==> src/csr_regs.vh <==
// Core status register offsets, field positions and reset values
`ifndef CSR_REGS_VH
`define CSR_REGS_VH
`define CSR_ADDR_BANK0 9'h003
`define CSR_ADDR_BANK1 9'h083
`define CSR_ADDR_BANK2 9'h103
`define CSR_ADDR_BANK3 9'h183
`define CSR_APB_STATUS 12'h00C
`define CSR_APB_EVENT 12'h010
`define CSR_APB_BANK 12'h014
`define CSR_BIT_CARRY 0
`define CSR_BIT_HALF 1
`define CSR_BIT_ZERO 2
`define CSR_BIT_SLEEP 3
`define CSR_BIT_WDOG 4
`define CSR_BIT_RPLO 5
`define CSR_BIT_RPHI 6
`define CSR_BIT_INDB 7
`define CSR_OP_WRITE 3'h0
`define CSR_OP_ADD 3'h1
`define CSR_OP_SUB 3'h2
`define CSR_OP_LOGIC 3'h3
`define CSR_OP_CLEAR 3'h4
`define CSR_OP_NOFLAG 3'h5
`define CSR_RST_BANK 3'h0
`define CSR_RST_CAUSE 2'h3
`define CSR_RST_ARITH 3'h0
`endif

==> src/csr_alu_flags.v <==
// Flag computation for add, subtract and logic results
`timescale 1ns/1ps
module csr_alu_flags (
  input wire [2:0] op, // Operation code
  input wire [7:0] opa, // First operand
  input wire [7:0] opb, // Second operand
  output reg [7:0] result, // Result byte
  output reg zero, // Result is zero
  output reg half, // Carry from bit 3
  output reg carry, // Carry from bit 7
  output reg affects // Op updates arithmetic flags
);
`include "csr_regs.vh"
  reg [8:0] sum;
  reg [4:0] low;
  always @* begin
    sum = 9'h000;
    low = 5'h00;
    result = opb;
    half = 1'b0;
    carry = 1'b0;
    affects = 1'b0;
    case (op)
      `CSR_OP_ADD: begin
        sum = {1'b0, opa} + {1'b0, opb};
        low = {1'b0, opa[3:0]} + {1'b0, opb[3:0]};
        result = sum[7:0];
        half = low[4];
        carry = sum[8];
        affects = 1'b1;
      end
      `CSR_OP_SUB: begin
        sum = {1'b0, opa} + {1'b0, ~opb} + 9'h001;
        low = {1'b0, opa[3:0]} + {1'b0, ~opb[3:0]} + 5'h01;
        result = sum[7:0];
        half = low[4];
        carry = sum[8];
        affects = 1'b1;
      end
      `CSR_OP_LOGIC: begin
        result = opa & opb;
        affects = 1'b1;
      end
      `CSR_OP_CLEAR: begin
        result = 8'h00;
        affects = 1'b1;
      end
      default: begin
        result = opb;
      end
    endcase
    zero = (result == 8'h00);
  end
endmodule // csr_alu_flags

==> src/csr_bank_decode.v <==
// Bank address formation and status alias detection
`timescale 1ns/1ps
module csr_bank_decode (
  input wire [1:0] direct_bank, // Direct bank bits
  input wire indirect_bank_bit, // Indirect bank bit
  input wire [6:0] dir_addr, // Direct offset in bank
  input wire [7:0] ind_addr, // Indirect pointer
  input wire use_indirect, // Select indirect path
  output reg [8:0] full_addr, // Full data address
  output reg hit_status // Address is the status alias
);
`include "csr_regs.vh"
  always @* begin
    if (use_indirect)
      full_addr = {indirect_bank_bit, ind_addr};
    else
      full_addr = {direct_bank, dir_addr};
    hit_status = (full_addr == `CSR_ADDR_BANK0) ||
      (full_addr == `CSR_ADDR_BANK1) ||
      (full_addr == `CSR_ADDR_BANK2) ||
      (full_addr == `CSR_ADDR_BANK3);
  end
endmodule // csr_bank_decode

==> src/csr_core_status.v <==
// Core status register with APB access and core instruction port
`timescale 1ns/1ps
module csr_core_status (
  input wire pclk, // Core clock
  input wire presetn, // Async reset, active low
  input wire psel, // APB select
  input wire penable, // APB enable
  input wire pwrite, // APB direction
  input wire [11:0] paddr, // APB byte address
  input wire [31:0] pwdata, // APB write data
  output reg [31:0] prdata, // APB read data
  output reg pready, // APB ready
  output reg pslverr, // APB error
  input wire exec_valid, // Core instruction strobe
  input wire [2:0] exec_op, // Core operation code
  input wire [7:0] exec_opa, // Core operand a
  input wire [7:0] exec_opb, // Core operand b / write data
  input wire [6:0] exec_dir_addr, // Direct offset
  input wire [7:0] exec_ind_addr, // Indirect pointer
  input wire exec_indirect, // Use indirect addressing
  input wire watchdog_refresh_op, // Refresh executed
  input wire sleep_op, // Sleep executed
  input wire watchdog_timeout, // Watchdog timed out
  output reg [7:0] status_out, // Current status value
  output reg [8:0] exec_addr_out, // Resolved data address
  output reg exec_result_zero // Zero of last result
);
`include "csr_regs.vh"
  reg [7:0] stat_ff;
  reg [7:0] nxt_stat;
  reg [8:0] ev_addr_ff;
  reg [8:0] nxt_ev_addr;
  reg zres_ff;
  reg nxt_zres;
  reg [31:0] nxt_prdata;
  reg nxt_pslverr;
  wire [7:0] alu_res;
  wire alu_z;
  wire alu_hc;
  wire alu_c;
  wire alu_aff;
  wire [8:0] full_addr;
  wire hit_status;
  wire apb_acc;
  wire apb_wr;

  assign apb_acc = psel & penable & pready;
  assign apb_wr = apb_acc & pwrite;

  // Status offset decode, shared by the write and read paths
  function is_status_addr;
    input [11:0] addr;
    begin
      is_status_addr = (addr == `CSR_APB_STATUS);
    end
  endfunction

  csr_alu_flags u_alu (
    .op(exec_op),
    .opa(exec_opa),
    .opb(exec_opb),
    .result(alu_res),
    .zero(alu_z),
    .half(alu_hc),
    .carry(alu_c),
    .affects(alu_aff)
  );

  csr_bank_decode u_dec (
    .direct_bank(stat_ff[`CSR_BIT_RPHI:`CSR_BIT_RPLO]),
    .indirect_bank_bit(stat_ff[`CSR_BIT_INDB]),
    .dir_addr(exec_dir_addr),
    .ind_addr(exec_ind_addr),
    .use_indirect(exec_indirect),
    .full_addr(full_addr),
    .hit_status(hit_status)
  );

  always @* begin
    nxt_stat = stat_ff;
    nxt_ev_addr = ev_addr_ff;
    nxt_zres = zres_ff;
    if (exec_valid) begin
      nxt_ev_addr = full_addr;
      nxt_zres = alu_z;
      if (hit_status) begin
        // write low bits only if op has no flags
        if (!alu_aff) begin
          nxt_stat[`CSR_BIT_ZERO] = alu_res[`CSR_BIT_ZERO];
          nxt_stat[`CSR_BIT_HALF] = alu_res[`CSR_BIT_HALF];
          nxt_stat[`CSR_BIT_CARRY] = alu_res[`CSR_BIT_CARRY];
        end
        nxt_stat[`CSR_BIT_INDB] = alu_res[`CSR_BIT_INDB];
        nxt_stat[`CSR_BIT_RPHI] = alu_res[`CSR_BIT_RPHI];
        nxt_stat[`CSR_BIT_RPLO] = alu_res[`CSR_BIT_RPLO];
      end
      if (alu_aff) begin
        nxt_stat[`CSR_BIT_ZERO] = alu_z;
        if (exec_op == `CSR_OP_ADD || exec_op == `CSR_OP_SUB) begin
          nxt_stat[`CSR_BIT_HALF] = alu_hc;
          nxt_stat[`CSR_BIT_CARRY] = alu_c;
        end
      end
      if (hit_status && exec_op == `CSR_OP_CLEAR) begin
        nxt_stat[`CSR_BIT_INDB] = 1'b0;
        nxt_stat[`CSR_BIT_RPHI] = 1'b0;
        nxt_stat[`CSR_BIT_RPLO] = 1'b0;
        nxt_stat[`CSR_BIT_ZERO] = 1'b1;
      end
    end
    // APB write reaches bank bits and arithmetic flags only
    if (apb_wr && is_status_addr(paddr)) begin
      nxt_stat[`CSR_BIT_INDB] = pwdata[`CSR_BIT_INDB];
      nxt_stat[`CSR_BIT_RPHI] = pwdata[`CSR_BIT_RPHI];
      nxt_stat[`CSR_BIT_RPLO] = pwdata[`CSR_BIT_RPLO];
      nxt_stat[`CSR_BIT_ZERO] = pwdata[`CSR_BIT_ZERO];
      nxt_stat[`CSR_BIT_HALF] = pwdata[`CSR_BIT_HALF];
      nxt_stat[`CSR_BIT_CARRY] = pwdata[`CSR_BIT_CARRY];
    end
    if (watchdog_refresh_op) begin
      nxt_stat[`CSR_BIT_SLEEP] = 1'b1;
      nxt_stat[`CSR_BIT_WDOG] = 1'b1;
    end else if (sleep_op) begin
      nxt_stat[`CSR_BIT_SLEEP] = 1'b0;
      nxt_stat[`CSR_BIT_WDOG] = 1'b1;
    end
    // Timeout wins: a lost expiry would hide a real fault
    if (watchdog_timeout)
      nxt_stat[`CSR_BIT_WDOG] = 1'b0;
  end

  always @* begin
    nxt_prdata = 32'h00000000;
    nxt_pslverr = 1'b0;
    if (is_status_addr(paddr))
      nxt_prdata = {24'h000000, stat_ff};
    else if (paddr == `CSR_APB_EVENT)
      nxt_prdata = {22'h000000, zres_ff, ev_addr_ff};
    else if (paddr == `CSR_APB_BANK)
      nxt_prdata = {29'h00000000, stat_ff[`CSR_BIT_INDB],
        stat_ff[`CSR_BIT_RPHI:`CSR_BIT_RPLO]};
    else
      nxt_pslverr = 1'b1;
  end

  always @(posedge pclk or negedge presetn) begin
    if (!presetn) begin
      // reset values, arithmetic flags held at zero
      stat_ff <= {`CSR_RST_BANK, `CSR_RST_CAUSE, `CSR_RST_ARITH};
      ev_addr_ff <= 9'h000;
      zres_ff <= 1'b0;
      prdata <= 32'h00000000;
      pready <= 1'b0;
      pslverr <= 1'b0;
      // Mirror shows the reset status, not zero
      status_out <= {`CSR_RST_BANK, `CSR_RST_CAUSE, `CSR_RST_ARITH};
      exec_addr_out <= 9'h000;
      exec_result_zero <= 1'b0;
    end else begin
      stat_ff <= nxt_stat;
      ev_addr_ff <= nxt_ev_addr;
      zres_ff <= nxt_zres;
      // One wait state: ready is high in the second access cycle
      pready <= psel & penable & ~pready;
      if (psel & penable & ~pready) begin
        prdata <= pwrite ? 32'h00000000 : nxt_prdata;
        pslverr <= nxt_pslverr;
      end else begin
        pslverr <= 1'b0;
      end
      status_out <= nxt_stat;
      exec_addr_out <= nxt_ev_addr;
      exec_result_zero <= nxt_zres;
    end
  end
endmodule // csr_core_status

==> config.mk <==
export PLATFORM = sky130hd
export DESIGN_NAME = csr_core_status
export DESIGN_NICKNAME = d
export VERILOG_FILES = /design/src/csr_alu_flags.v /design/src/csr_bank_decode.v /design/src/csr_core_status.v
export VERILOG_INCLUDE_DIRS = /design/src /design/src/src
export SDC_FILE = /design/constraint.sdc
export NUM_CORES = 1
export LEC_CHECK = 0
export BUFFER_PORTS_ARGS = -buffer_cell sky130_fd_sc_hd__buf_2
export CAP_MARGIN = 20
export CORE_MARGIN = 3
export CORE_UTILIZATION = 42
export DETAILED_ROUTE_END_ITERATION = 7
export PLACE_DENSITY = 0.77
export SLEW_MARGIN = 20
export SYNTH_ARGS = -nofsm -noshare
export SYNTH_HDL_FRONTEND = slang
export SYNTH_SLANG_ARGS = --single-unit
export TNS_END_PERCENT = 10
==> constraint.sdc <==
create_clock -name pclk -period 1.48 [get_ports pclk]
set_clock_uncertainty 0.2 [all_clocks]
set_input_delay 0.148 -clock pclk [delete_from_list [all_inputs] [get_ports pclk]]
set_output_delay 0.148 -clock pclk [all_outputs]
set_load 0.005 [all_outputs]
==> flow_metrics.tcl <==
set metrics [dict create \
    start_point_of_the_worst_min_delay_path "exec_dir_addr[5]" \
    timing.rr.start "stat_ff[0]" \
    synth.largest_area_cell "sky130_fd_sc_hd__dfrtp_1" \
    startpoint_type "input port" \
    dieWidth_um 88.4 \
    fp.dieArea_um2 7810 \
    layout-drive-gt1-share_pct 40.6 \
    global_route.overflow_total 0 \
    fp.dieH_um 88.4 \
    warning_count_from_the_yosys_run 0 \
    grt_pass1_wl_um 15400 \
    finalWirelength_um 9920 \
    pwr-share-comb_pct 39.8 \
    worstSetupEndpointType "flip-flop" \
    synth.area.top_cells "sky130_fd_sc_hd__dfrtp_1 25%, sky130_fd_sc_hd__ha_1 7.5%, sky130_fd_sc_hd__buf_4 7.1%" \
    io_buffers 91 \
    final_min_period_over_clock_period_pct 160 \
    routedWlPerCell_um 16.3 \
    cellPowerDensity_nw_per_um2 634 \
    clock_tree_from_tritoncts "done" \
    antennaDiodeCount 0 \
    violations "negative hold slack, negative setup slack" \
    std_cell_rows 29 \
    syn_area_um2 2850 \
    cts_made_buffers 5 \
    ys_dominant_reg_cell "sky130_fd_sc_hd__dfrtp_1" \
    ys_seq_area_share_pct 26.4 \
    top_layer_used "met4" \
    route.detailed.vias_per_inst 5.42 \
    cts_buffer_depth 2 \
    setup_viol 7 \
    netSwitchingFraction_pct 32.9 \
    htreeDepth 2 \
    worstSkewPairLatency_ps 280 \
    cts_sinks 30 \
    drt_first_pass_iters 5 \
    core_area_um2 6460 \
    area.growth.synth_to_final_pct 48.4 \
    avgSynthCellArea_um2 8.17 \
    async_reset_ff_share_pct 100 \
    floorplan.io_pins 140 \
    total_power_w 0.00268 \
    result_of_the_run "finished, violations left" \
    routedLengthMet1_um 4090 \
    synth_top_cell_area_share_pct 24.6 \
    worst_setup_path_startpoint "exec_opa[1]" \
    gp_congestion 0.973 \
    grt_pass1_vias 3253 \
    layout_min_cycle_time_ps 2360 \
    placement.setup.worst_slack_ps -1210 \
    syn-instance-count 349 \
    drcViolationCount 0 \
    crit_required_ps 1460 \
    max_freq_mhz 424 \
    fillCellCount 547 \
    path_clk_slew_ps 70 \
    arrival_ps 2350 \
    largest_net_degree_at_the_start_of_global_routing 31 \
    floorplan.initialDensity_pct 44.1 \
    detail_route_met2_wl_um 4800 \
    final_net_count 638 \
    worstHoldPathType "in -> reg" \
    dr_total_vias 3302 \
    synth-edff-count 0 \
    post_synth_num_cell_types 70 \
    hold_slack_ps -4.30 \
    report.final.hold_viol_count 1 \
    critical_path_class "in -> reg" \
    place_hpwl_um 7560 \
    ant_nets 0 \
    final-max-slew-violation-count 0 \
    power.leakage_nw 2.13 \
    ir_worst_vdd_mv 0.457 \
    globalRouteTotalUtil_pct 25.3 \
    max_cap_violations 0 \
    met3WireLength_um 805 \
    synth-seq-cells 30 \
    setup_tns_ps -4990 \
    grt_antenna_before_repair 0 \
    cts_root_buf "sky130_fd_sc_hd__clkbuf_8" \
    drt_iter0_drc 233 \
    final.setup.worst_slack_ps -881 \
    proportion_of_power_drawn_by_the_clock_network_pct 25.3 \
    critical_path_peak_fanout 3 \
    unrepaired_setup_endpoints_after_global_routing "yes" \
    p_seq_share_pct 34.9 \
    cell_internal_power_w 0.00180 \
    net-switching-power_w 0.000882 \
]
==> worst max-delay path: stages <==
cell	delay, ps
sky130_fd_sc_hd__buf_2	130
sky130_fd_sc_hd__ha_4	270
sky130_fd_sc_hd__and2b_2	220
sky130_fd_sc_hd__o21ai_2	130
sky130_fd_sc_hd__a211oi_1	90
sky130_fd_sc_hd__a31o_1	200
sky130_fd_sc_hd__o32a_1	380
sky130_fd_sc_hd__or4_4	560
sky130_fd_sc_hd__o32ai_2	220
==> Yosys cell counts (2+ instances only) <==
| cell type | number |
|---|---|
| sky130_fd_sc_hd__a211oi_1 | 4 |
| sky130_fd_sc_hd__a21o_1 | 3 |
| sky130_fd_sc_hd__a21oi_1 | 25 |
| sky130_fd_sc_hd__a221o_1 | 2 |
| sky130_fd_sc_hd__a22oi_1 | 5 |
| sky130_fd_sc_hd__a31oi_1 | 7 |
| sky130_fd_sc_hd__and4_1 | 2 |
| sky130_fd_sc_hd__buf_2 | 2 |
| sky130_fd_sc_hd__buf_4 | 27 |
| sky130_fd_sc_hd__clkbuf_1 | 10 |
| sky130_fd_sc_hd__dfrtp_1 | 28 |
| sky130_fd_sc_hd__dfstp_2 | 2 |
| sky130_fd_sc_hd__fa_1 | 2 |
| sky130_fd_sc_hd__ha_1 | 17 |
| sky130_fd_sc_hd__inv_1 | 19 |
| sky130_fd_sc_hd__mux2i_1 | 11 |
| sky130_fd_sc_hd__nand2_1 | 23 |
| sky130_fd_sc_hd__nand2b_1 | 7 |
| sky130_fd_sc_hd__nand3_1 | 10 |
| sky130_fd_sc_hd__nand4_1 | 4 |
| sky130_fd_sc_hd__nor2_1 | 32 |
| sky130_fd_sc_hd__nor2b_1 | 6 |
| sky130_fd_sc_hd__nor3_1 | 12 |
| sky130_fd_sc_hd__nor3b_1 | 5 |
| sky130_fd_sc_hd__nor4_1 | 4 |
| sky130_fd_sc_hd__o211ai_1 | 5 |
| sky130_fd_sc_hd__o21a_1 | 2 |
| sky130_fd_sc_hd__o21ai_0 | 18 |
| sky130_fd_sc_hd__o21ai_1 | 2 |
| sky130_fd_sc_hd__o21bai_1 | 4 |
| sky130_fd_sc_hd__o31ai_1 | 3 |
| sky130_fd_sc_hd__o32ai_2 | 2 |
| sky130_fd_sc_hd__or4_1 | 3 |
| sky130_fd_sc_hd__xnor2_1 | 2 |
| sky130_fd_sc_hd__xor2_1 | 4 |
==> area by class of cell <==
type,count,area (µm²),area share [%]
repair buffers,195,1290,30.6
clock buffers,7,86.3,2.04
multi-input cells,279,1910,45.1
inverters,20,87.6,2.07
flip-flops and latches,30,753,17.8
clock inverters,1,5.00,0.118
well taps,77,96.3,2.28
==> cells in the final DEF (no fill, tap or decap), types with 7 or more instances in the layout <==
cell type                       count
sky130_fd_sc_hd__nand3_1           10
sky130_fd_sc_hd__inv_1             17
sky130_fd_sc_hd__nor3_1            11
sky130_fd_sc_hd__buf_4             87
sky130_fd_sc_hd__buf_2             90
sky130_fd_sc_hd__ha_1              13
sky130_fd_sc_hd__a21oi_1           23
sky130_fd_sc_hd__nor2_1            31
sky130_fd_sc_hd__nand2_1           23
sky130_fd_sc_hd__a31oi_1            7
sky130_fd_sc_hd__conb_1            22
sky130_fd_sc_hd__dfrtp_1           28
sky130_fd_sc_hd__dlygate4sd3_1     16
sky130_fd_sc_hd__o21ai_1            7
sky130_fd_sc_hd__o21ai_0           13
sky130_fd_sc_hd__mux2i_1           11
==> sequential cells by signal (all words and copies together) (netlist names) <==
signal,cells
pready,1
prdata,10
ev_addr_ff,9
pslverr,1
zres_ff,1
stat_ff,8
==> what timing repair did <==
item / in CTS / in global routing
hold buffers: 16 / 0
buffers inserted: 1 / 0
hold endpoints to repair: 43 / 0
endpoints found under the setup margin: 8 / 12
pin swaps: 6 / 4
resized for setup: 14 / 6
==> layer usage <==
layer / up-vias / global-route usage (%)
met3: 26 / 6.05
met4: 0 / 7.01
met5: - / 0
li1: 1574 / -
met1: 1538 / 32.6
met2: 164 / 42.6
==> final timing paths <==
path	end	slack, ps	cells past startpoint
max in group asynchronous	stat_ff[4]	550	3
worst max-delay path	zres_ff	-880	9
worst max register to register	stat_ff[0]	-190	7
worst min register to register	prdata[8]	270	2
min in group asynchronous	prdata[3]	220	3
worst min-delay path	ev_addr_ff[5]	-4	3
==> power groups by stage <==
stage / logic (W) / clock network (W) / registers [W]
2_1_floorplan: 0.000529 / 0 / 0.000942
3_3_place_gp: 0.000951 / 0 / 0.000947
3_5_place_dp: 0.000969 / 0 / 0.000948
4_1_cts: 0.00104 / 0.000675 / 0.000933
5_1_grt: 0.00117 / 0.000718 / 0.000940
6_report: 0.00107 / 0.000678 / 0.000936
==> through the flow <==
| step | utilization [%] | instances | instance area [µm²] | hold slack [ps] |
|---|---|---|---|---|
| floorplan | - | 370 | 2980 | -348 |
| global placement | 60.5 | 584 | 3910 | -28.8 |
| detailed placement | 60.5 | 584 | 3910 | -20.9 |
| CTS | 65.2 | 609 | 4210 | 5.18 |
| global route | 65.5 | 609 | 4230 | 14.0 |
| finish | 65.5 | 609 | 4230 | -4.30 |
==> logic make-up after synthesis <==
kind of cell,share of synthesized area (%)
mux,4.26
fa+ha+maj,9.22
buf+inv,12.4
compound gates,23.1
xor+xnor,2.41
flops,26.4
other cells,0.132
simple gates,22.0
Power figures use the tool's default switching activity.
